==> config.mk <==
export PLATFORM = sky130hd
export DESIGN_NAME = spi_master_slave_port
export DESIGN_NICKNAME = d
export VERILOG_FILES = /design/src/shared/spi_port_pkg.sv /design/src/rtl/spi_master_slave_port.sv
export VERILOG_INCLUDE_DIRS = /design/src /design/src/shared
export SDC_FILE = /design/constraint.sdc
export NUM_CORES = 1
export LEC_CHECK = 0
export BUFFER_PORTS_ARGS = -buffer_cell sky130_fd_sc_hd__buf_4
export CAP_MARGIN = 20
export CORE_MARGIN = 5
export CORE_UTILIZATION = 30
export CTS_CLUSTER_SIZE = 40
export DETAILED_ROUTE_END_ITERATION = 12
export PLACE_DENSITY = 0.61
export SLEW_MARGIN = 0
export SYNTH_ARGS = -nofsm -noshare
export SYNTH_HDL_FRONTEND = slang
export SYNTH_SLANG_ARGS = --single-unit
==> constraint.sdc <==
create_clock -name i_ref_clk -period 2.7 [get_ports i_ref_clk]
set_input_delay 0.54 -clock i_ref_clk [delete_from_list [all_inputs] [get_ports i_ref_clk]]
set_output_delay 0.54 -clock i_ref_clk [all_outputs]
set_load 0.005 [all_outputs]
==> src/shared/spi_port_consts.svh <==
// Constants for the byte-wide serial port
`ifndef SPI_PORT_CONSTS_SVH
`define SPI_PORT_CONSTS_SVH
`define BYTE_BITS      8
`define BIT_CNT_LAST   3'h7
`define EDGE_CNT_LAST  4'hF
`define HALF_DIV_W     6
`define HALF_RATE0     6'h01
`define HALF_RATE1     6'h03
`define HALF_RATE2     6'h07
`define HALF_RATE3     6'h0F
`define HALF_RATE4     6'h1F
`define HALF_RATE5     6'h3F
`define RATE_IDX0      3'h0
`define RATE_IDX1      3'h1
`define RATE_IDX2      3'h2
`define RATE_IDX3      3'h3
`define RATE_IDX4      3'h4
`define RESET_BYTE     8'h00
`endif

==> src/shared/spi_port_pkg.sv <==
// Types for the byte-wide serial port
package spi_port_pkg;
  typedef struct packed {
    logic       interrupt_enable;
    logic [2:0] clock_rate_select;
    logic       polarity;
    logic       phase;
    logic       select_by_software;
    logic       software_select_level;
  } cfg_s;
  typedef struct packed {
    logic transfer_done_flag;
    logic overrun_flag;
    logic mode_fault_flag;
    logic write_collision_flag;
  } flags_s;
  typedef enum logic {M_IDLE, M_XFER} mstate_e;
endpackage : spi_port_pkg

==> src/rtl/spi_master_slave_port.sv <==
// Byte-wide serial port, master or slave, with status flags
`include "spi_port_consts.svh"
`timescale 1ns/1ns
module spi_master_slave_port (
  // Clock and reset
  input  wire logic                i_ref_clk,
  input  wire logic                i_rst_n,
  // Configuration and control
  input  wire spi_port_pkg::cfg_s  i_cfg,
  input  wire logic                i_cpu_interrupt_mask,
  input  wire logic                i_ctl_wr,
  input  wire logic                i_ctl_port_enable,
  input  wire logic                i_ctl_master_select,
  input  wire logic                i_status_rd,
  input  wire logic                i_data_wr,
  input  wire logic [7:0]          i_data_wdata,
  input  wire logic                i_data_rd,
  // Status and data
  output logic                     o_port_enable,
  output logic                     o_master_select,
  output spi_port_pkg::flags_s     o_flags,
  output logic [7:0]               o_rx_data,
  output logic                     o_irq,
  // Serial pins
  input  wire logic                i_sck,
  output logic                     o_sck,
  output logic                     o_sck_oe,
  input  wire logic                i_mosi,
  output logic                     o_mosi,
  output logic                     o_mosi_oe,
  input  wire logic                i_miso,
  output logic                     o_miso,
  output logic                     o_miso_oe,
  input  wire logic                i_ss_n
);
  import spi_port_pkg::*;
  // ------------------------------------------------------------
  // Declarations
  // ------------------------------------------------------------
  logic [3:0]              sync1_r, sync2_r, edge_r;
  logic                    sck_last_r, en_r, mst_r, sck_r;
  logic                    done_r, ovr_r, mode_fault_flag_r, write_collision_flag_r;
  logic                    done_arm_r, mode_fault_flag_arm_r, write_collision_flag_arm_r;
  logic [7:0]              shift_r, rx_r;
  mstate_e                 mstate_r;
  logic [`HALF_DIV_W-1:0]  div_r;
  logic [2:0]              bit_r;
  logic                    ss_int, master_en, slave_en, slave_busy, busy;
  logic                    din, m_toggle, m_capture, s_edge, s_capture;
  logic                    capture, byte_end, fault, wr_ignored, wr_load;
  logic                    wr_collide, data_acc, done_clr;
  // ------------------------------------------------------------
  // Helpers
  // ------------------------------------------------------------
  function automatic logic [`HALF_DIV_W-1:0] half_period(
    input logic [2:0] rate
  );
    unique case (rate)
      `RATE_IDX0: half_period = `HALF_RATE0;
      `RATE_IDX1: half_period = `HALF_RATE1;
      `RATE_IDX2: half_period = `HALF_RATE2;
      `RATE_IDX3: half_period = `HALF_RATE3;
      `RATE_IDX4: half_period = `HALF_RATE4;
      default:    half_period = `HALF_RATE5;
    endcase
  endfunction : half_period
  // Capture edge: leading when phase 0, trailing when phase 1
  function automatic logic is_capture(
    input logic new_lvl,
    input logic pol,
    input logic pha
  );
    is_capture = (new_lvl != pol) ^ pha;
  endfunction : is_capture
  // ------------------------------------------------------------
  // Pin synchronisers
  // ------------------------------------------------------------
  always_ff @(posedge i_ref_clk or negedge i_rst_n)
    if (!i_rst_n)
    begin
      sync1_r    <= 4'hF;
      sync2_r    <= 4'hF;
      sck_last_r <= 1'h1;
    end
    else
    begin
      sync1_r    <= {i_ss_n, i_miso, i_mosi, i_sck};
      sync2_r    <= sync1_r;
      sck_last_r <= sync2_r[0];
    end
  // ------------------------------------------------------------
  // Mode decode
  // ------------------------------------------------------------
  assign ss_int     = i_cfg.select_by_software ?
                      i_cfg.software_select_level : sync2_r[3];
  assign master_en  = en_r && mst_r;
  assign slave_en   = en_r && !mst_r && !ss_int;
  assign fault      = master_en && !ss_int;
  assign slave_busy = slave_en && (!i_cfg.phase || bit_r != 3'h0);
  assign busy       = (mstate_r == M_XFER) || slave_busy;
  assign din        = mst_r ? sync2_r[2] : sync2_r[1];
  assign m_toggle   = (mstate_r == M_XFER) &&
                      (div_r == half_period(i_cfg.clock_rate_select));
  assign m_capture  = m_toggle &&
                      is_capture(!sck_r, i_cfg.polarity, i_cfg.phase);
  assign s_edge     = slave_en && (sync2_r[0] != sck_last_r);
  assign s_capture  = s_edge &&
                      is_capture(sync2_r[0], i_cfg.polarity,
                                 i_cfg.phase);
  assign capture    = m_capture || s_capture;
  assign byte_end   = (m_toggle && edge_r == `EDGE_CNT_LAST) ||
                      (s_capture && bit_r == `BIT_CNT_LAST);
  assign wr_ignored = done_r && !done_arm_r;
  assign wr_collide = i_data_wr && !wr_ignored && busy;
  assign wr_load    = i_data_wr && !wr_ignored && !busy;
  assign data_acc   = i_data_rd || i_data_wr;
  assign done_clr   = done_arm_r &&
                      (i_data_rd || (!mst_r && i_data_wr));
  // ------------------------------------------------------------
  // Control bits
  // ------------------------------------------------------------
  always_ff @(posedge i_ref_clk or negedge i_rst_n)
    if (!i_rst_n)
    begin
      en_r  <= 1'h0;
      mst_r <= 1'h0;
    end
    else if (fault)
    begin
      en_r  <= 1'h0;
      mst_r <= 1'h0;
    end
    else if (i_ctl_wr)
    begin
      if (mode_fault_flag_r && !mode_fault_flag_arm_r)
      begin
        en_r  <= en_r && i_ctl_port_enable;
        mst_r <= mst_r && i_ctl_master_select;
      end
      else
      begin
        en_r  <= i_ctl_port_enable;
        mst_r <= i_ctl_master_select;
      end
    end
  // ------------------------------------------------------------
  // Master clock generator
  // ------------------------------------------------------------
  always_ff @(posedge i_ref_clk or negedge i_rst_n)
    if (!i_rst_n)
    begin
      mstate_r <= M_IDLE;
      div_r    <= '0;
      edge_r   <= 4'h0;
      sck_r    <= 1'h0;
    end
    else if (!master_en)
    begin
      mstate_r <= M_IDLE;
      div_r    <= '0;
      edge_r   <= 4'h0;
      sck_r    <= i_cfg.polarity;
    end
    else
    begin
      unique case (mstate_r)
        M_IDLE:
        begin
          sck_r <= i_cfg.polarity;
          if (wr_load)
          begin
            mstate_r <= M_XFER;
            div_r    <= '0;
            edge_r   <= 4'h0;
          end
        end
        M_XFER:
        begin
          if (m_toggle)
          begin
            div_r  <= '0;
            sck_r  <= !sck_r;
            edge_r <= edge_r + 4'h1;
            if (edge_r == `EDGE_CNT_LAST)
              mstate_r <= M_IDLE;
          end
          else
            div_r <= div_r + `HALF_DIV_W'(1);
        end
      endcase
    end
  // ------------------------------------------------------------
  // Shift register, slave bit counter and receive buffer
  // ------------------------------------------------------------
  always_ff @(posedge i_ref_clk or negedge i_rst_n)
    if (!i_rst_n)
      shift_r <= `RESET_BYTE;
    else if (wr_load)
      shift_r <= i_data_wdata;
    else if (capture)
      shift_r <= {shift_r[6:0], din};
  always_ff @(posedge i_ref_clk or negedge i_rst_n)
    if (!i_rst_n)
      bit_r <= 3'h0;
    else if (!slave_en)
      bit_r <= 3'h0;
    else if (s_capture)
      bit_r <= bit_r + 3'h1;
  // Master phase 0 ends on a launch edge, so no bit is added then
  always_ff @(posedge i_ref_clk or negedge i_rst_n)
    if (!i_rst_n)
      rx_r <= `RESET_BYTE;
    else if (byte_end && (!done_r || done_clr))
      rx_r <= capture ? {shift_r[6:0], din} : shift_r;
  // ------------------------------------------------------------
  // Status flags; a new event wins over a clear
  // ------------------------------------------------------------
  always_ff @(posedge i_ref_clk or negedge i_rst_n)
    if (!i_rst_n)
    begin
      done_r     <= 1'h0;
      done_arm_r <= 1'h0;
    end
    else if (byte_end)
    begin
      done_r     <= 1'h1;
      done_arm_r <= 1'h0;
    end
    else if (done_clr)
    begin
      done_r     <= 1'h0;
      done_arm_r <= 1'h0;
    end
    else if (i_status_rd && done_r)
      done_arm_r <= 1'h1;
  always_ff @(posedge i_ref_clk or negedge i_rst_n)
    if (!i_rst_n)
      ovr_r <= 1'h0;
    else if (byte_end && done_r && !done_clr)
      ovr_r <= 1'h1;
    else if (i_status_rd)
      ovr_r <= 1'h0;
  always_ff @(posedge i_ref_clk or negedge i_rst_n)
    if (!i_rst_n)
    begin
      mode_fault_flag_r     <= 1'h0;
      mode_fault_flag_arm_r <= 1'h0;
    end
    else if (fault)
    begin
      mode_fault_flag_r     <= 1'h1;
      mode_fault_flag_arm_r <= 1'h0;
    end
    else if (i_ctl_wr && mode_fault_flag_arm_r)
    begin
      mode_fault_flag_r     <= 1'h0;
      mode_fault_flag_arm_r <= 1'h0;
    end
    else if (i_status_rd && mode_fault_flag_r)
      mode_fault_flag_arm_r <= 1'h1;
  always_ff @(posedge i_ref_clk or negedge i_rst_n)
    if (!i_rst_n)
    begin
      write_collision_flag_r     <= 1'h0;
      write_collision_flag_arm_r <= 1'h0;
    end
    else if (wr_collide)
    begin
      write_collision_flag_r     <= 1'h1;
      write_collision_flag_arm_r <= 1'h0;
    end
    else if (data_acc && write_collision_flag_arm_r)
    begin
      write_collision_flag_r     <= 1'h0;
      write_collision_flag_arm_r <= 1'h0;
    end
    else if (i_status_rd && write_collision_flag_r)
      write_collision_flag_arm_r <= 1'h1;
  // ------------------------------------------------------------
  // Outputs
  // ------------------------------------------------------------
  assign o_port_enable   = en_r;
  assign o_master_select = mst_r;
  assign o_flags         = '{transfer_done_flag:   done_r,
                             overrun_flag:         ovr_r,
                             mode_fault_flag:      mode_fault_flag_r,
                             write_collision_flag: write_collision_flag_r};
  assign o_rx_data       = rx_r;
  assign o_irq           = i_cfg.interrupt_enable && !i_cpu_interrupt_mask &&
                           (done_r || ovr_r || mode_fault_flag_r);
  assign o_sck           = sck_r;
  assign o_sck_oe        = master_en;
  assign o_mosi          = shift_r[7];
  assign o_mosi_oe       = master_en;
  assign o_miso          = shift_r[7];
  assign o_miso_oe       = slave_en;
  // ------------------------------------------------------------
  // Assertions
  // ------------------------------------------------------------
  done_sets_a: assert property (@(posedge i_ref_clk) disable iff (!i_rst_n)
    byte_end |=> done_r)
    else $error("done flag not set at byte end");
  ovr_sets_a: assert property (@(posedge i_ref_clk) disable iff (!i_rst_n)
    byte_end && done_r && !done_clr |=> ovr_r && $stable(rx_r))
    else $error("overrun not flagged or buffer changed");
  ovr_clear_a: assert property (@(posedge i_ref_clk) disable iff (!i_rst_n)
    i_status_rd && !(byte_end && done_r) |=> !ovr_r)
    else $error("overrun not cleared by status access");
  fault_drops_a: assert property (@(posedge i_ref_clk) disable iff (!i_rst_n)
    master_en && !ss_int |=> mode_fault_flag_r && !en_r && !mst_r)
    else $error("mode fault did not drop enables");
  fault_blocks_a: assert property (@(posedge i_ref_clk) disable iff (!i_rst_n)
    mode_fault_flag_r && !mode_fault_flag_arm_r && !en_r && i_ctl_wr |=> !en_r)
    else $error("enable set during mode fault");
  write_collision_flag_discard_a: assert property (@(posedge i_ref_clk) disable iff (!i_rst_n)
    busy && i_data_wr && !wr_ignored && !capture
    |=> write_collision_flag_r && $stable(shift_r))
    else $error("colliding write altered shifter");
  write_collision_flag_no_irq_a: assert property (@(posedge i_ref_clk) disable iff (!i_rst_n)
    o_irq |-> (done_r || ovr_r || mode_fault_flag_r))
    else $error("interrupt without enabled event");
  ignore_wr_a: assert property (@(posedge i_ref_clk) disable iff (!i_rst_n)
    done_r && !done_arm_r && i_data_wr |=> !write_collision_flag_r ||
    $past(write_collision_flag_r))
    else $error("ignored write raised collision");
  idle_level_a: assert property (@(posedge i_ref_clk) disable iff (!i_rst_n)
    master_en && mstate_r == M_IDLE && $past(mstate_r) == M_IDLE
    && $stable(i_cfg.polarity) |-> sck_r == i_cfg.polarity)
    else $error("clock idle level wrong");
  master_len_a: assert property (@(posedge i_ref_clk) disable iff (!i_rst_n)
    master_en && wr_load && i_cfg.clock_rate_select == 3'h0
    |-> ##32 byte_end)
    else $error("master byte length wrong");
  pins_free_a: assert property (@(posedge i_ref_clk) disable iff (!i_rst_n)
    !en_r |-> !o_sck_oe && !o_mosi_oe && !o_miso_oe)
    else $error("pins driven while disabled");
endmodule : spi_master_slave_port

## Word-level counts from Yosys, hierarchy flattened

Cells that the tools add are included.

- Word-level logic and storage cells: 145
- Memory bits (writable): 0
- Output and inout bits: 21
- Memories: 0
- Input port bits: 29
- Latch bits: 0
- Bits in registers: 49
- Bits in read-only memories: 0

- Equality and inequality tests: 13
- Divide/modulo/power cells: 0
- Magnitude comparators: 0
- Reductions and logical operators: 61
- Multiplexer cells: 46
- Shifts and indexed selects: 0
- $mul: 0
- Add/subtract/negate cells: 3
- Bitwise operators: 3

Operators with widths:

| operator | number |
|---|---|
| 2-to-1 mux 1 bit | 31 |
| logical AND 1 bit | 30 |
| case mux 6 bit (5 select lines) | 1 |
| 2-to-1 mux 6 bit | 3 |
| 2-to-1 mux 8 bit | 2 |
| 2-to-1 mux 4 bit | 3 |
| case mux 6 bit (2 select lines) | 1 |
| nonzero test 3 bit | 4 |
| zero test 1 bit | 11 |
| nonzero test 2 bit | 5 |
| logical OR 1 bit | 9 |
| case mux 4 bit (2 select lines) | 1 |
| adder 6 x 1 -> 6 bit, second input constant | 1 |
| == test 3 x 2 -> 1 bit, second input constant | 2 |
| == test 3 bit, second input constant | 2 |
| == test 6 bit | 1 |
| 2-to-1 mux 3 bit | 2 |
| adder 4 x 1 -> 4 bit, second input constant | 1 |
| == test 4 bit, second input constant | 1 |
| case mux 1 bit (2 select lines) | 2 |
| adder 3 x 1 -> 3 bit, second input constant | 1 |
| == test 3 x 1 -> 1 bit, second input constant | 1 |
| zero test 3 bit | 1 |
| != test 1 bit | 3 |
| other kinds (6) | 7 |

## Longest topological paths before layout

Gate-level depths: netlist of the first run.

- Word-level depth: 10
- Mapped depth: 8
- Gate-level depth less buffers: 7

## Least setup slack after synthesis of the first run

OpenSTA, ideal clock, no wires.

- Path kind: input to register
- Start: input port i_cfg[1] in the netlist's numbering
- End: register rx_r[0] (netlist: o_rx_data[0])
- Path buffers: 1
- Setup time: 0.125 ns
- Arrival time: 2.253 ns
- Slack: 0.322 ns
- Cell stages on the path: 7
- Required time: 2.575 ns
- Cell sequence: mux2_4 -> or3b_4 -> a21oi_4 -> a31o_1 -> buf_6 -> mux2_4 -> mux2_4

- Word-level cells in the longest chain between the ends: 8
- Elaborated cells on any way between the ends: 10
- Those cells by class: mux: 2; reduce/logical: 8

Ends and longest elaborated chain:

| what | RTL line | source |
|---|---|---|
| from (decl) | spi_master_slave_port.sv:9 | `input wire spi_port_pkg::cfg_s i_cfg,` |
| 2-to-1 mux 1 bit * | spi_master_slave_port.sv:94 | `assign ss_int = i_cfg.select_by_software ?` |
| zero test 1 bit * | spi_master_slave_port.sv:97 | `assign slave_en = en_r && !mst_r && !ss_int;` |
| logical AND 1 bit * | spi_master_slave_port.sv:97 |  |
| logical AND 1 bit * | spi_master_slave_port.sv:106 | `assign s_edge = slave_en && (sync2_r[0] != sck_last_r);` |
| logical AND 1 bit * | spi_master_slave_port.sv:107 | `assign s_capture = s_edge &&` |
| logical AND 1 bit (no source line) | -- |  |
| logical OR 1 bit | spi_master_slave_port.sv:111 | `` assign byte_end = (m_toggle && edge_r == `EDGE_CNT_LAST) \|\| `` |
| logical AND 1 bit | spi_master_slave_port.sv:213 | `else if (byte_end && (!done_r \|\| done_clr))` |
| to (signal assigned) | spi_master_slave_port.sv:212 | `` rx_r <= `RESET_BYTE; `` |
| to (signal assigned) | spi_master_slave_port.sv:214 | `rx_r <= capture ? {shift_r[6:0], din} : shift_r;` |
| to (decl) | spi_master_slave_port.sv:44 | `logic [7:0] shift_r, rx_r;` |

Mark *: on every way between the ends. The rest lies on a longest branch, timed or not.
A chain may end at the register's enable or synchronous reset.

## Final worst setup path of the first run

- Start: input port i_cfg[1] in the netlist's numbering
- End: register rx_r[2] (netlist: o_rx_data[2])

Same word-level chain as after synthesis.

==> results of run 1 <==
-- worst reg2reg max path, cell delays in order, from the launching register on --
cell and delay [ps]:
sky130_fd_sc_hd__dfstp_2 370, sky130_fd_sc_hd__mux2_4 270, sky130_fd_sc_hd__or3b_4 410, sky130_fd_sc_hd__a21oi_4 220, sky130_fd_sc_hd__a31o_1 190, sky130_fd_sc_hd__buf_4 200
sky130_fd_sc_hd__mux2i_1 270, sky130_fd_sc_hd__mux2i_1 100
-- logic make-up after synthesis --
group | synth area share, %
fa+ha+maj | 2.60
simple gates | 12.6
mux | 10.5
compound gates | 15.1
buf+inv | 5.97
flops | 51.4
xor+xnor | 1.82
-- state kept, by name, indices dropped and copies added, names as in the netlist, 3 cells and up --
| register | cells |
|---|---|
| o_rx_data | 8 |
| edge_r | 4 |
| bit_r | 3 |
| sync2_r | 4 |
| shift_r | 8 |
| div_r | 6 |
| sync1_r | 4 |
-- cell type report --
class	instances	share of cell area, %
flip-flops and latches	49	41.7
clock inverters	3	0.590
well taps	102	4.30
multi-input cells	143	34.6
clock buffers	5	2.32
inverters	20	2.53
repair buffers	55	13.9
-- synthesized netlist by cell type (2+ instances only) --
cell type | instances | area [um2]
sky130_fd_sc_hd__mux2_4 | 4 | 60.1
sky130_fd_sc_hd__xnor2_1 | 4 | 35.0
sky130_fd_sc_hd__buf_4 | 6 | 45.0
sky130_fd_sc_hd__nor2b_1 | 3 | 18.8
sky130_fd_sc_hd__a21oi_1 | 15 | 75.1
sky130_fd_sc_hd__nand2_1 | 15 | 56.3
sky130_fd_sc_hd__nand3b_1 | 2 | 15.0
sky130_fd_sc_hd__nor3b_1 | 2 | 15.0
sky130_fd_sc_hd__o21ai_0 | 13 | 65.1
sky130_fd_sc_hd__ha_1 | 5 | 62.6
sky130_fd_sc_hd__mux2i_1 | 17 | 170
sky130_fd_sc_hd__dfrtp_1 | 40 | 1000
sky130_fd_sc_hd__clkbuf_1 | 2 | 7.51
sky130_fd_sc_hd__nand3_1 | 5 | 25.0
sky130_fd_sc_hd__dfstp_2 | 9 | 236
sky130_fd_sc_hd__a21o_1 | 4 | 30.0
sky130_fd_sc_hd__a31oi_1 | 2 | 12.5
sky130_fd_sc_hd__nor3_1 | 4 | 20.0
sky130_fd_sc_hd__nor2_1 | 17 | 63.8
sky130_fd_sc_hd__mux2_2 | 2 | 22.5
sky130_fd_sc_hd__inv_1 | 20 | 75.1
sky130_fd_sc_hd__and3_1 | 3 | 18.8
sky130_fd_sc_hd__a22o_1 | 3 | 26.3
sky130_fd_sc_hd__and2_1 | 2 | 12.5
-- cells in the final DEF (no fill, tap or decap), types with 2 or more instances in the layout --
cell type and count:
sky130_fd_sc_hd__xnor2_1 4, sky130_fd_sc_hd__nand3_1 5, sky130_fd_sc_hd__a21oi_1 15, sky130_fd_sc_hd__and3_1 3, sky130_fd_sc_hd__nand2_1 15, sky130_fd_sc_hd__dfstp_2 9
sky130_fd_sc_hd__o21ai_0 13, sky130_fd_sc_hd__nand3b_1 2, sky130_fd_sc_hd__nor2_1 17, sky130_fd_sc_hd__and2_1 2, sky130_fd_sc_hd__a22o_1 3, sky130_fd_sc_hd__mux2i_1 17
sky130_fd_sc_hd__mux2_2 2, sky130_fd_sc_hd__clkbuf_8 5, sky130_fd_sc_hd__inv_1 20, sky130_fd_sc_hd__nor2b_1 3, sky130_fd_sc_hd__clkinv_2 2, sky130_fd_sc_hd__ha_1 5
sky130_fd_sc_hd__a21o_1 4, sky130_fd_sc_hd__mux2_4 4, sky130_fd_sc_hd__a31oi_1 2, sky130_fd_sc_hd__nor3b_1 2, sky130_fd_sc_hd__dfrtp_1 40, sky130_fd_sc_hd__nor3_1 4
sky130_fd_sc_hd__buf_4 55
-- report_power, final --
group	leakage, nW	switching (mW)	internal, mW	total [mW]
clock	0.0439	0.244	0.179	0.423
combinational	0.758	0.217	0.232	0.449
sequential	0.582	0.0813	0.830	0.911
total	1.38	0.542	1.24	1.78
-- through the flow --
| stage | util [%] | instance area, um2 | hold WS (ps) |
|---|---|---|---|
| detailed placement | 37.1 | 2880 | 347 |
| CTS | 38.2 | 2970 | 277 |
| global placement | 37.1 | 2880 | 347 |
| global route | 38.2 | 2970 | 303 |
| finish | 38.2 | 2970 | 252 |
| floorplan | - | 2410 | 244 |
-- metal layers --
layer | vias up | global-route usage, % | routed length (um)
li1 | 870 | - | -
met1 | 876 | 15.6 | 2550
met2 | 35 | 17.7 | 2540
met3 | 4 | 2.03 | 154
met4 | 0 | 2.84 | 37
met5 | - | 0 | 0
-- final timing paths --
check,endpoint,slack (ps),cells past startpoint
max,o_rx_data[2],530,8
min,o_master_select,250,1
max reg2reg,o_rx_data[2],560,7
min reg2reg,sync2_r[1],360,0
max in group asynchronous,edge_r[3],2030,1
min in group i_ref_clk,sync1_r[1],340,1
==> results.rst, run 1 <==
.. list-table::
   :header-rows: 1

   * - Metric
     - Value
   * - Share of layout cells above drive strength 1
     - 30.5%
   * - PortBufs
     - 49
   * - Total routed wirelength
     - 5280 um
   * - Required time of the critical path
     - 2880 ps
   * - Post-synthesis instance area
     - 2410 um2
   * - Wire length of the first global-routing pass
     - 9040 um
   * - HPWL after detailed placement
     - 3990 um
   * - Status
     - complete, no violations
   * - CP arrival
     - 2350 ps
   * - Post-CTS setup buffers
     - 0
   * - Warnings, synthesis
     - 0
   * - Starting density of the core
     - 31.0%
   * - Minimum setup slack in the final design
     - 533 ps
   * - IO Pins
     - 50
   * - Layout overhead on the synthesized area
     - 23.2%
   * - Area enclosed by the die boundary
     - 9920 um2
   * - Class of the most critical setup path
     - in -> reg
   * - Setup skew after layout
     - 5.84 ps
   * - TritonCTS Buffers
     - 5
   * - Drt initial violations
     - 73
   * - Number of global-route vias before repair
     - 1862
   * - CP max FO
     - 7
   * - Startpoint Class
     - input port
   * - CTS hold repair buffers
     - 0
   * - Total negative slack for setup checks
     - 0 ps
   * - Maximum number of pins on one net before global-route repair
     - 50
   * - Final nets
     - 308
   * - Number of unique standard cell types used by synthesis
     - 47
   * - Slew at the pin closest to its max-slew limit
     - 628 ps
   * - Floorplan row count
     - 32
   * - Min Tclk post-route
     - 2170 ps
   * - Max-cap violation count
     - 0
   * - Routed vias/inst
     - 4.73
   * - Crit path largest cell delay
     - 410 ps
   * - Pre-CTS setup slack
     - 186 ps
   * - Remaining DRCs
     - 0
   * - Insertion delay of the later-clocked pin in the worst-skew pair
     - 300 ps
   * - Die outline width
     - 99.6 um
   * - Mapped Avg Cell Area
     - 10.8 um2
   * - Power, Total
     - 1.78 mW
   * - Final non-filler cell total
     - 377
   * - Core region area
     - 7770 um2
   * - Worst r2r src
     - sync2_r[3]
   * - Total global routing track utilization
     - 11.1%
   * - Mapped Nets
     - 256
   * - Category of the worst setup path capture point
     - flip-flop
   * - DIE HEIGHT
     - 99.6 um
   * - Unrepaired setup endpoints after global routing
     - false
   * - Sequential standard cell area
     - 1240 um2
   * - Timing startpoint of the critical path
     - i_cfg[1]
   * - Wire per inst
     - 14.0 um
   * - Number of cells after detailed placement
     - 369
   * - Number of setup violations in the final report
     - 0
   * - Cell count after synthesis
     - 222
   * - Clock edge transition at the registers on the reported setup and hold paths
     - 90 ps
   * - Filler instances
     - 806
   * - DRT Pass-1 Iters
     - 4
   * - CTS root buffer
     - sky130_fd_sc_hd__clkbuf_8
   * - Total leakage power
     - 1.38 nW
   * - Diode count
     - 0
   * - Number of instances resized during post-cts repair
     - 0
   * - Worst hold path type
     - in -> async
   * - Crit path max-delay family
     - multiplexers
   * - H-tree lvl count
     - 2
   * - Slew HR
     - 58.1%
   * - ANT nets after route
     - 0
   * - Endpoints failing hold
     - 0
   * - TritonCTS clock tree
     - built
   * - RD Place Congestion
     - 0.781
   * - Upper clock frequency limit
     - 0.461 GHz
   * - Number of buffer and inverter instances along the worst setup path
     - 2
   * - Power per unit of standard cell area
     - 601 nW/um2
   * - Detailed-route via count
     - 1785
   * - GRT overflow
     - 0
   * - Most used flip-flop cell after synthesis
     - sky130_fd_sc_hd__dfrtp_1
   * - Max IR drop VDD
     - 0.310 mV
   * - Number of buffers on the longest clock path
     - 2
   * - Number of antenna violations at the first check in global routing
     - 0
   * - Slowest cell on crit path
     - sky130_fd_sc_hd__or3b_4
   * - Number of enable-type register cells in the synthesized netlist
     - 0
   * - Worst path cell trace
     - buf_4 > mux2_4 > or3b_4 > a21oi_4 > a31o_1 > buf_4 > mux2i_1 > mux2i_1
   * - Clk sinks
     - 49
   * - Post-synthesis register bit count
     - 49
   * - Fraction of the yosys area taken by sequential cells
     - 51.4%
   * - Share of the cycle needed by the critical path after routing
     - 80.3%
   * - Total area of multi-input combinational cells
     - 1030 um2
   * - Count of final max-slew check failures
     - 0
   * - Fraction of registers with async set/reset
     - 100%
(Power assumes the default switching activity.)
==> inputs of run 2 (changes only) <==
clock period = 2.2 ns   (was 2.7 ns; I/O delays follow)
==> results.rst, run 2 (synthesis gave the netlist of run 1 again) <==
.. list-table::
   :header-rows: 1

   * - Metric
     - Value
   * - Status
     - complete, no violations
   * - Switching power summed over all nets
     - 676 uW (+25%)
   * - Startpoint Class
     - flip-flop
   * - Drt initial violations
     - 82 (+12%)
   * - Upper clock frequency limit
     - 0.479 GHz
   * - TritonCTS Buffers
     - 5 (unchanged)
   * - Number of setup violations in the final report
     - 0 (unchanged)
   * - Detailed-route via count
     - 1766 (-1.1%)
   * - Insertion delay of the later-clocked pin in the worst-skew pair
     - 300 ps (about the same)
   * - Clk sinks
     - 49 (unchanged)
   * - Switching power share of the total
     - 28.6% (-1.8 points)
   * - Share of the cycle needed by the critical path after routing
     - 94.8%
   * - Required time of the critical path
     - 2420 ps (-460 ps)
   * - Routed vias/inst
     - 4.55 (-3.9%)
   * - Number of antenna violations at the first check in global routing
     - 0 (unchanged)
   * - Number of global-route vias before repair
     - 1854 (-0.43%)
   * - DIE HEIGHT
     - 99.6 um (unchanged)
   * - Power share of the clock group
     - 28.7% (+5.0 points)
   * - Worst hold path type
     - in -> async
   * - Min Tclk post-route
     - 2090 ps
   * - CTS root buffer
     - sky130_fd_sc_hd__clkbuf_8
   * - Slew at the pin closest to its max-slew limit
     - 643 ps (+15.0 ps)
   * - Most common cell after layout, fill and taps aside
     - sky130_fd_sc_hd__buf_4
   * - Core region area
     - 7770 um2 (unchanged)
   * - Post-CTS setup buffers
     - 0 (unchanged)
   * - Die outline width
     - 99.6 um (unchanged)
   * - Final nets
     - 319 (+3.6%)
   * - Post-layout utilization of the core
     - 39.7% (+1.5 points)
   * - Count of final max-slew check failures
     - 0 (unchanged)
   * - Wire per inst
     - 13.3 um (-5.0%)
   * - Floorplan row count
     - 32 (unchanged)
   * - PortBufs
     - 49 (unchanged)
   * - TritonCTS clock tree
     - built
   * - Sequential share of power
     - 47.0% (-4.1 points)
   * - Max-cap violation count
     - 0 (unchanged)
   * - CTS hold repair buffers
     - 0 (unchanged)
   * - Layout overhead on the synthesized area
     - 27.9%
   * - Setup skew after layout
     - 10.1 ps (+4.30 ps)
   * - DRT Pass-1 Iters
     - 4 (unchanged)
   * - Diode count
     - 0 (unchanged)
   * - Total leakage power
     - 1.45 nW (+4.6%)
   * - GRT overflow
     - 0 (unchanged)
   * - Area enclosed by the die boundary
     - 9920 um2 (unchanged)
   * - Slew HR
     - 57.1% (-1.0 points)
   * - Total routed wirelength
     - 5160 um (-2.2%)
   * - Number of buffers on the longest clock path
     - 2 (unchanged)
   * - H-tree lvl count
     - 2 (unchanged)
   * - Number of cells after detailed placement
     - 380 (+3.0%)
   * - Max IR drop VDD
     - 0.473 mV (+53%)
   * - Final non-filler cell total
     - 388 (+2.9%)
   * - Power per unit of standard cell area
     - 768 nW/um2 (+28%)
   * - Unrepaired setup endpoints after global routing
     - true
   * - ANT nets after route
     - 0 (unchanged)
   * - RD Place Congestion
     - 0.745 (-4.6%)
   * - Total global routing track utilization
     - 11.1% (+0.029 points)
   * - Clock edge transition at the registers on the reported setup and hold paths
     - 100 ps (about the same)
   * - Starting density of the core
     - 31.0% (unchanged)
   * - Endpoints failing hold
     - 0 (unchanged)
   * - IO Pins
     - 50 (unchanged)
   * - Pre-CTS setup slack
     - -63.9 ps (-250 ps)
   * - Fraction of power consumed by combinational cells
     - 24.3% (-0.9 points)
   * - Share of layout cells above drive strength 1
     - 33.9% (+3.4 points)
   * - Remaining DRCs
     - 0 (unchanged)
   * - Category of the worst setup path capture point
     - flip-flop
   * - Minimum setup slack in the final design
     - 113 ps (-419 ps)
   * - Wire length of the first global-routing pass
     - 9030 um (-0.15%)
   * - Internal Power
     - 1.69 mW (+36%)
   * - HPWL after detailed placement
     - 3880 um (-2.7%)
   * - Most frequent cells in the layout
     - 65 x sky130_fd_sc_hd__buf_4, 39 x sky130_fd_sc_hd__dfrtp_1, 19 x sky130_fd_sc_hd__inv_1
   * - Class of the most critical setup path
     - reg -> reg
   * - Maximum number of pins on one net before global-route repair
     - 50 (unchanged)
   * - CP arrival
     - 2310 ps (-40 ps)
   * - CP max FO
     - 7 (unchanged)
[run 2: cell count changes in the layout (fill, tap and decap cells not counted), sizes merged]
cell	change
buf	+10
clkinv	-2
bufinv	+1
clkbuf	+2
[run 2: power groups by stage]
stage / clock (mW) / combinational [mW] / sequential, mW
floorplan: 0 / 0.347 / 1.10
finish: 0.679 / 0.575 / 1.11
global placement: 0 / 0.579 / 1.13
global route: 0.731 / 0.645 / 1.13
CTS: 0.698 / 0.586 / 1.11
detailed placement: 0 / 0.591 / 1.13
[run 2: area by class of cell]
class / instances / area (um2)
clock inverters: 2 / 37.5
well taps: 102 / 128
flip-flops and latches: 49 / 1240
multi-input cells: 143 / 1030
inverters: 20 / 75.1
clock buffers: 6 / 82.6
fillers: 799 / 4690
repair buffers: 66 / 493
[run 2: stage by stage]
stage	setup TNS [ps]	instance area (um2)	hold slack, ps	power, mW
after floorplan	-156	2410	144	1.45
after global placement	-89.1	2960	347	1.71
after detailed placement	-532	2960	348	1.72
after CTS	0	3080	165	2.40
after global routing	-35.9	3080	192	2.51
final	0	3080	131	2.37
[run 2: path summary, 6_finish.rpt]
| kind | start | end | slack (ps) | cells past startpoint |
|---|---|---|---|---|
| setup / recovery | div_r[1] | o_rx_data[3] | 110 | 7 |
| hold / removal | i_rst_n | done_r | 130 | 1 |
| setup reg to reg | div_r[1] | o_rx_data[3] | 110 | 7 |
| hold reg to reg | sync1_r[0] | sync2_r[0] | 360 | 0 |
| max in group asynchronous | i_rst_n | div_r[3] | 1630 | 1 |
| min in group i_ref_clk | i_mosi | sync1_r[1] | 230 | 1 |
[run 2: metal layers]
layer  GRT usage, %  part of all wire, %
met1           16.1                   49
met2           16.7                   47
met3           2.31                  3.1
met4           3.47                  1.0
met5              0                    0
[run 2: what timing repair did]
action | CTS | global route
resized for setup | 1 | 1
pin swaps | 0 | 1
endpoints found under the setup margin | 1 | 2
[run 2: critical path, stage by stage, from the launching register on]
cell	delay, ps
sky130_fd_sc_hd__dfrtp_1	480
sky130_fd_sc_hd__o221ai_1	220
sky130_fd_sc_hd__a221oi_4	420
sky130_fd_sc_hd__buf_4	200
sky130_fd_sc_hd__a32oi_2	170
sky130_fd_sc_hd__nor2_8	160
sky130_fd_sc_hd__buf_4	150
sky130_fd_sc_hd__mux2i_1	200
==> inputs of run 3 (changes only) <==
CELL_PAD_IN_SITES_DETAIL_PLACEMENT = 2   (was not set)
CELL_PAD_IN_SITES_GLOBAL_PLACEMENT = 2   (was not set)
PLACE_DENSITY = 0.82   (was 0.61)
==> results.rst, run 3 (synthesis gave the netlist of run 1 again) <==
.. list-table::
   :header-rows: 1

   * - Metric
     - Value
   * - Status
     - complete, no violations
   * - Detailed-route via count
     - 1897 (+7.4%)
   * - DRT Pass-1 Iters
     - 4 (unchanged)
   * - Count of final max-slew check failures
     - 0 (unchanged)
   * - TritonCTS clock tree
     - built
   * - DIE HEIGHT
     - 99.6 um (unchanged)
   * - GRT overflow
     - 0 (unchanged)
   * - Switching power share of the total
     - 31.9% (+3.4 points)
   * - Max IR drop VDD
     - 0.310 mV (-34%)
   * - CTS root buffer
     - sky130_fd_sc_hd__clkbuf_8
   * - Floorplan row count
     - 32 (unchanged)
   * - Clock edge transition at the registers on the reported setup and hold paths
     - 100 ps (about the same)
   * - Remaining DRCs
     - 0 (unchanged)
   * - Area enclosed by the die boundary
     - 9920 um2 (unchanged)
   * - Insertion delay of the later-clocked pin in the worst-skew pair
     - 300 ps (about the same)
   * - HPWL after detailed placement
     - 5070 um (+30%)
   * - Most common cell after layout, fill and taps aside
     - sky130_fd_sc_hd__buf_4
   * - Slowest cell on crit path
     - sky130_fd_sc_hd__or3b_4
   * - Maximum number of pins on one net before global-route repair
     - 50 (unchanged)
   * - Register-to-register setup slack
     - 140 ps (+30 ps)
   * - Wire length of the first global-routing pass
     - 11500 um (+27%)
   * - Total negative slack for setup checks
     - 0 ps (unchanged)
   * - Max-cap violation count
     - 0 (unchanged)
   * - Number of global-route vias before repair
     - 2219 (+20%)
   * - Category of the worst setup path capture point
     - primary output
   * - Endpoint of the most critical setup path
     - o_miso_oe
   * - IO Pins
     - 50 (unchanged)
   * - Required time of the critical path
     - 1760 ps (-660 ps)
   * - Timing startpoint of the critical path
     - sync2_r[3]
   * - Total leakage power
     - 1.44 nW (-0.82%)
   * - Power per unit of standard cell area
     - 736 nW/um2 (-4.2%)
   * - Worst path cell trace
     - mux2_4 > or3b_4 > inv_2 > buf_4 > buf_4
   * - Total routed wirelength
     - 6890 um (+33%)
   * - Total area of multi-input combinational cells
     - 1040 um2 (+1.1%)
   * - Wire per inst
     - 17.8 um (+34%)
   * - Cell occurring most often along the worst timing path
     - sky130_fd_sc_hd__buf_4
   * - RD Place Congestion
     - 0.754 (+1.2%)
   * - Number of antenna violations at the first check in global routing
     - 0 (unchanged)
   * - Core region area
     - 7770 um2 (unchanged)
   * - Filler instances
     - 871 (+9.0%)
   * - Clk sinks
     - 49 (unchanged)
   * - Slew HR
     - 57.3% (+0.21 points)
   * - Final nets
     - 318 (-0.31%)
   * - Class of the most critical setup path
     - reg -> out
   * - Startpoint Class
     - flip-flop
   * - Worst r2r src
     - sync2_r[3]
   * - Power share of the clock group
     - 23.9% (-4.8 points)
   * - H-tree lvl count
     - 2 (unchanged)
   * - Fraction of power consumed by combinational cells
     - 26.4% (+2.1 points)
   * - Number of buffers on the longest clock path
     - 2 (unchanged)
   * - Number of setup violations in the final report
     - 0 (unchanged)
   * - Total global routing track utilization
     - 14.6% (+3.5 points)
   * - ANT nets after route
     - 0 (unchanged)
   * - Upper clock frequency limit
     - 0.472 GHz (-1.5%)
   * - Slew at the pin closest to its max-slew limit
     - 640 ps (-3.11 ps)
   * - Power, Total
     - 2.26 mW (-4.7%)
   * - Setup skew after layout
     - 9.89 ps (-0.244 ps)
   * - Routed vias/inst
     - 4.90 (+7.7%)
   * - Sequential share of power
     - 49.7% (+2.7 points)
   * - Drt initial violations
     - 40 (-51%)
   * - Capture instance of the worst register-to-register path
     - o_rx_data[4]
   * - Switching power summed over all nets
     - 721 uW (+6.6%)
   * - Share of the cycle needed by the critical path after routing
     - 96.3% (+1.5 points)
   * - PortBufs
     - 49 (unchanged)
   * - Unrepaired setup endpoints after global routing
     - true
   * - Die outline width
     - 99.6 um (unchanged)
   * - CP max FO
     - 5 (-2)
   * - Cell depth of the worst flop-to-flop path
     - 7 (unchanged)
   * - Starting density of the core
     - 31.0% (unchanged)
   * - Sequential standard cell area
     - 1240 um2 (+0.20%)
   * - Min Tclk post-route
     - 2120 ps (+32.0 ps)
   * - Endpoints failing hold
     - 0 (unchanged)
   * - Most frequent cells in the layout
     - 63 x sky130_fd_sc_hd__buf_4, 37 x sky130_fd_sc_hd__dfrtp_1, 19 x sky130_fd_sc_hd__inv_1
   * - CTS hold repair buffers
     - 0 (unchanged)
   * - Share of layout cells above drive strength 1
     - 35.1% (+1.2 points)
   * - Layout overhead on the synthesized area
     - 27.3%
   * - Diode count
     - 0 (unchanged)
   * - Final standard cell area without fillers
     - 3070 um2 (-0.49%)
   * - TritonCTS Buffers
     - 5 (unchanged)
   * - Area after DPL
     - 2970 um2 (+0.17%)
   * - Crit path largest cell delay
     - 430 ps (-50 ps)
   * - Worst hold path type
     - in -> async
   * - CP arrival
     - 1680 ps (-630 ps)
   * - Internal Power
     - 1.54 mW (-9.2%)
[run 3: cell count changes in the layout (fill, tap and decap cells not counted), moves of 2 or more]
cell | previous run | this run
sky130_fd_sc_hd__clkinv_2 | 0 | 2
sky130_fd_sc_hd__dfrtp_1 | 39 | 37
sky130_fd_sc_hd__buf_4 | 65 | 63
sky130_fd_sc_hd__dfrtp_2 | 1 | 3
[run 3: stage by stage]
stage	setup slack [ps]	hold WS (ps)	instances	util, %
5_1_grt	-9.51	193	387	39.5
3_3_place_gp	13.2	347	379	38.2
2_1_floorplan	-78.0	144	222	-
4_1_cts	77.8	172	386	39.3
6_report	81.5	163	387	39.5
3_5_place_dp	-98.4	351	379	38.2
[run 3: how the worst min path moves through the flow]
| stage | cells past startpoint | endpoint | startpoint |
|---|---|---|---|
| 2_1_floorplan | 0 | bit_r[0] | i_rst_n |
| 3_3_place_gp | 0 | sync2_r[2] | sync1_r[2] |
| 3_5_place_dp | 0 | sync2_r[0] | sync1_r[0] |
| 4_1_cts | 1 | o_rx_data[2] | i_rst_n |
| 5_1_grt | 1 | shift_r[0] | i_rst_n |
| 6_report | 1 | shift_r[0] | i_rst_n |
[run 3: area by class of cell]
class	count	area share (%)
Clock buffer	5	2.24
Clock inverter	3	0.571
Inverter	20	2.45
Multi-Input combinational cell	143	33.9
Sequential cell	49	40.5
Tap cell	102	4.16
Timing Repair Buffer	65	16.2
[run 3: power by group through the flow]
stage	clock network [mW]	registers, mW	logic, mW
floorplan	0	1.10	0.347
global placement	0	1.13	0.567
detailed placement	0	1.14	0.602
CTS	0.559	1.12	0.603
global route	0.608	1.14	0.661
finish	0.539	1.12	0.596
[run 3: layer usage]
metal  GRT usage (%)  vias up  part of all wire, %
li1                -      882                    -
met3            2.95        8                  3.4
met5               0        -                    0
met4            2.84        0                  1.0
met1            17.6      968                   42
met2            27.1       39                   53
[run 3: timing repair]
item / 4_1_cts / 5_1_grt
setup buffers: 0 / 0
setup endpoints to repair: 2 / 7
resized for setup: 2 / 4
[run 3: worst max-delay path, delay by kind of cell (launching register included)]
kind / cells / cell delay (ps)
simple gates: 1 / 430
flops: 1 / 380
buf+inv: 3 / 300
mux: 1 / 270
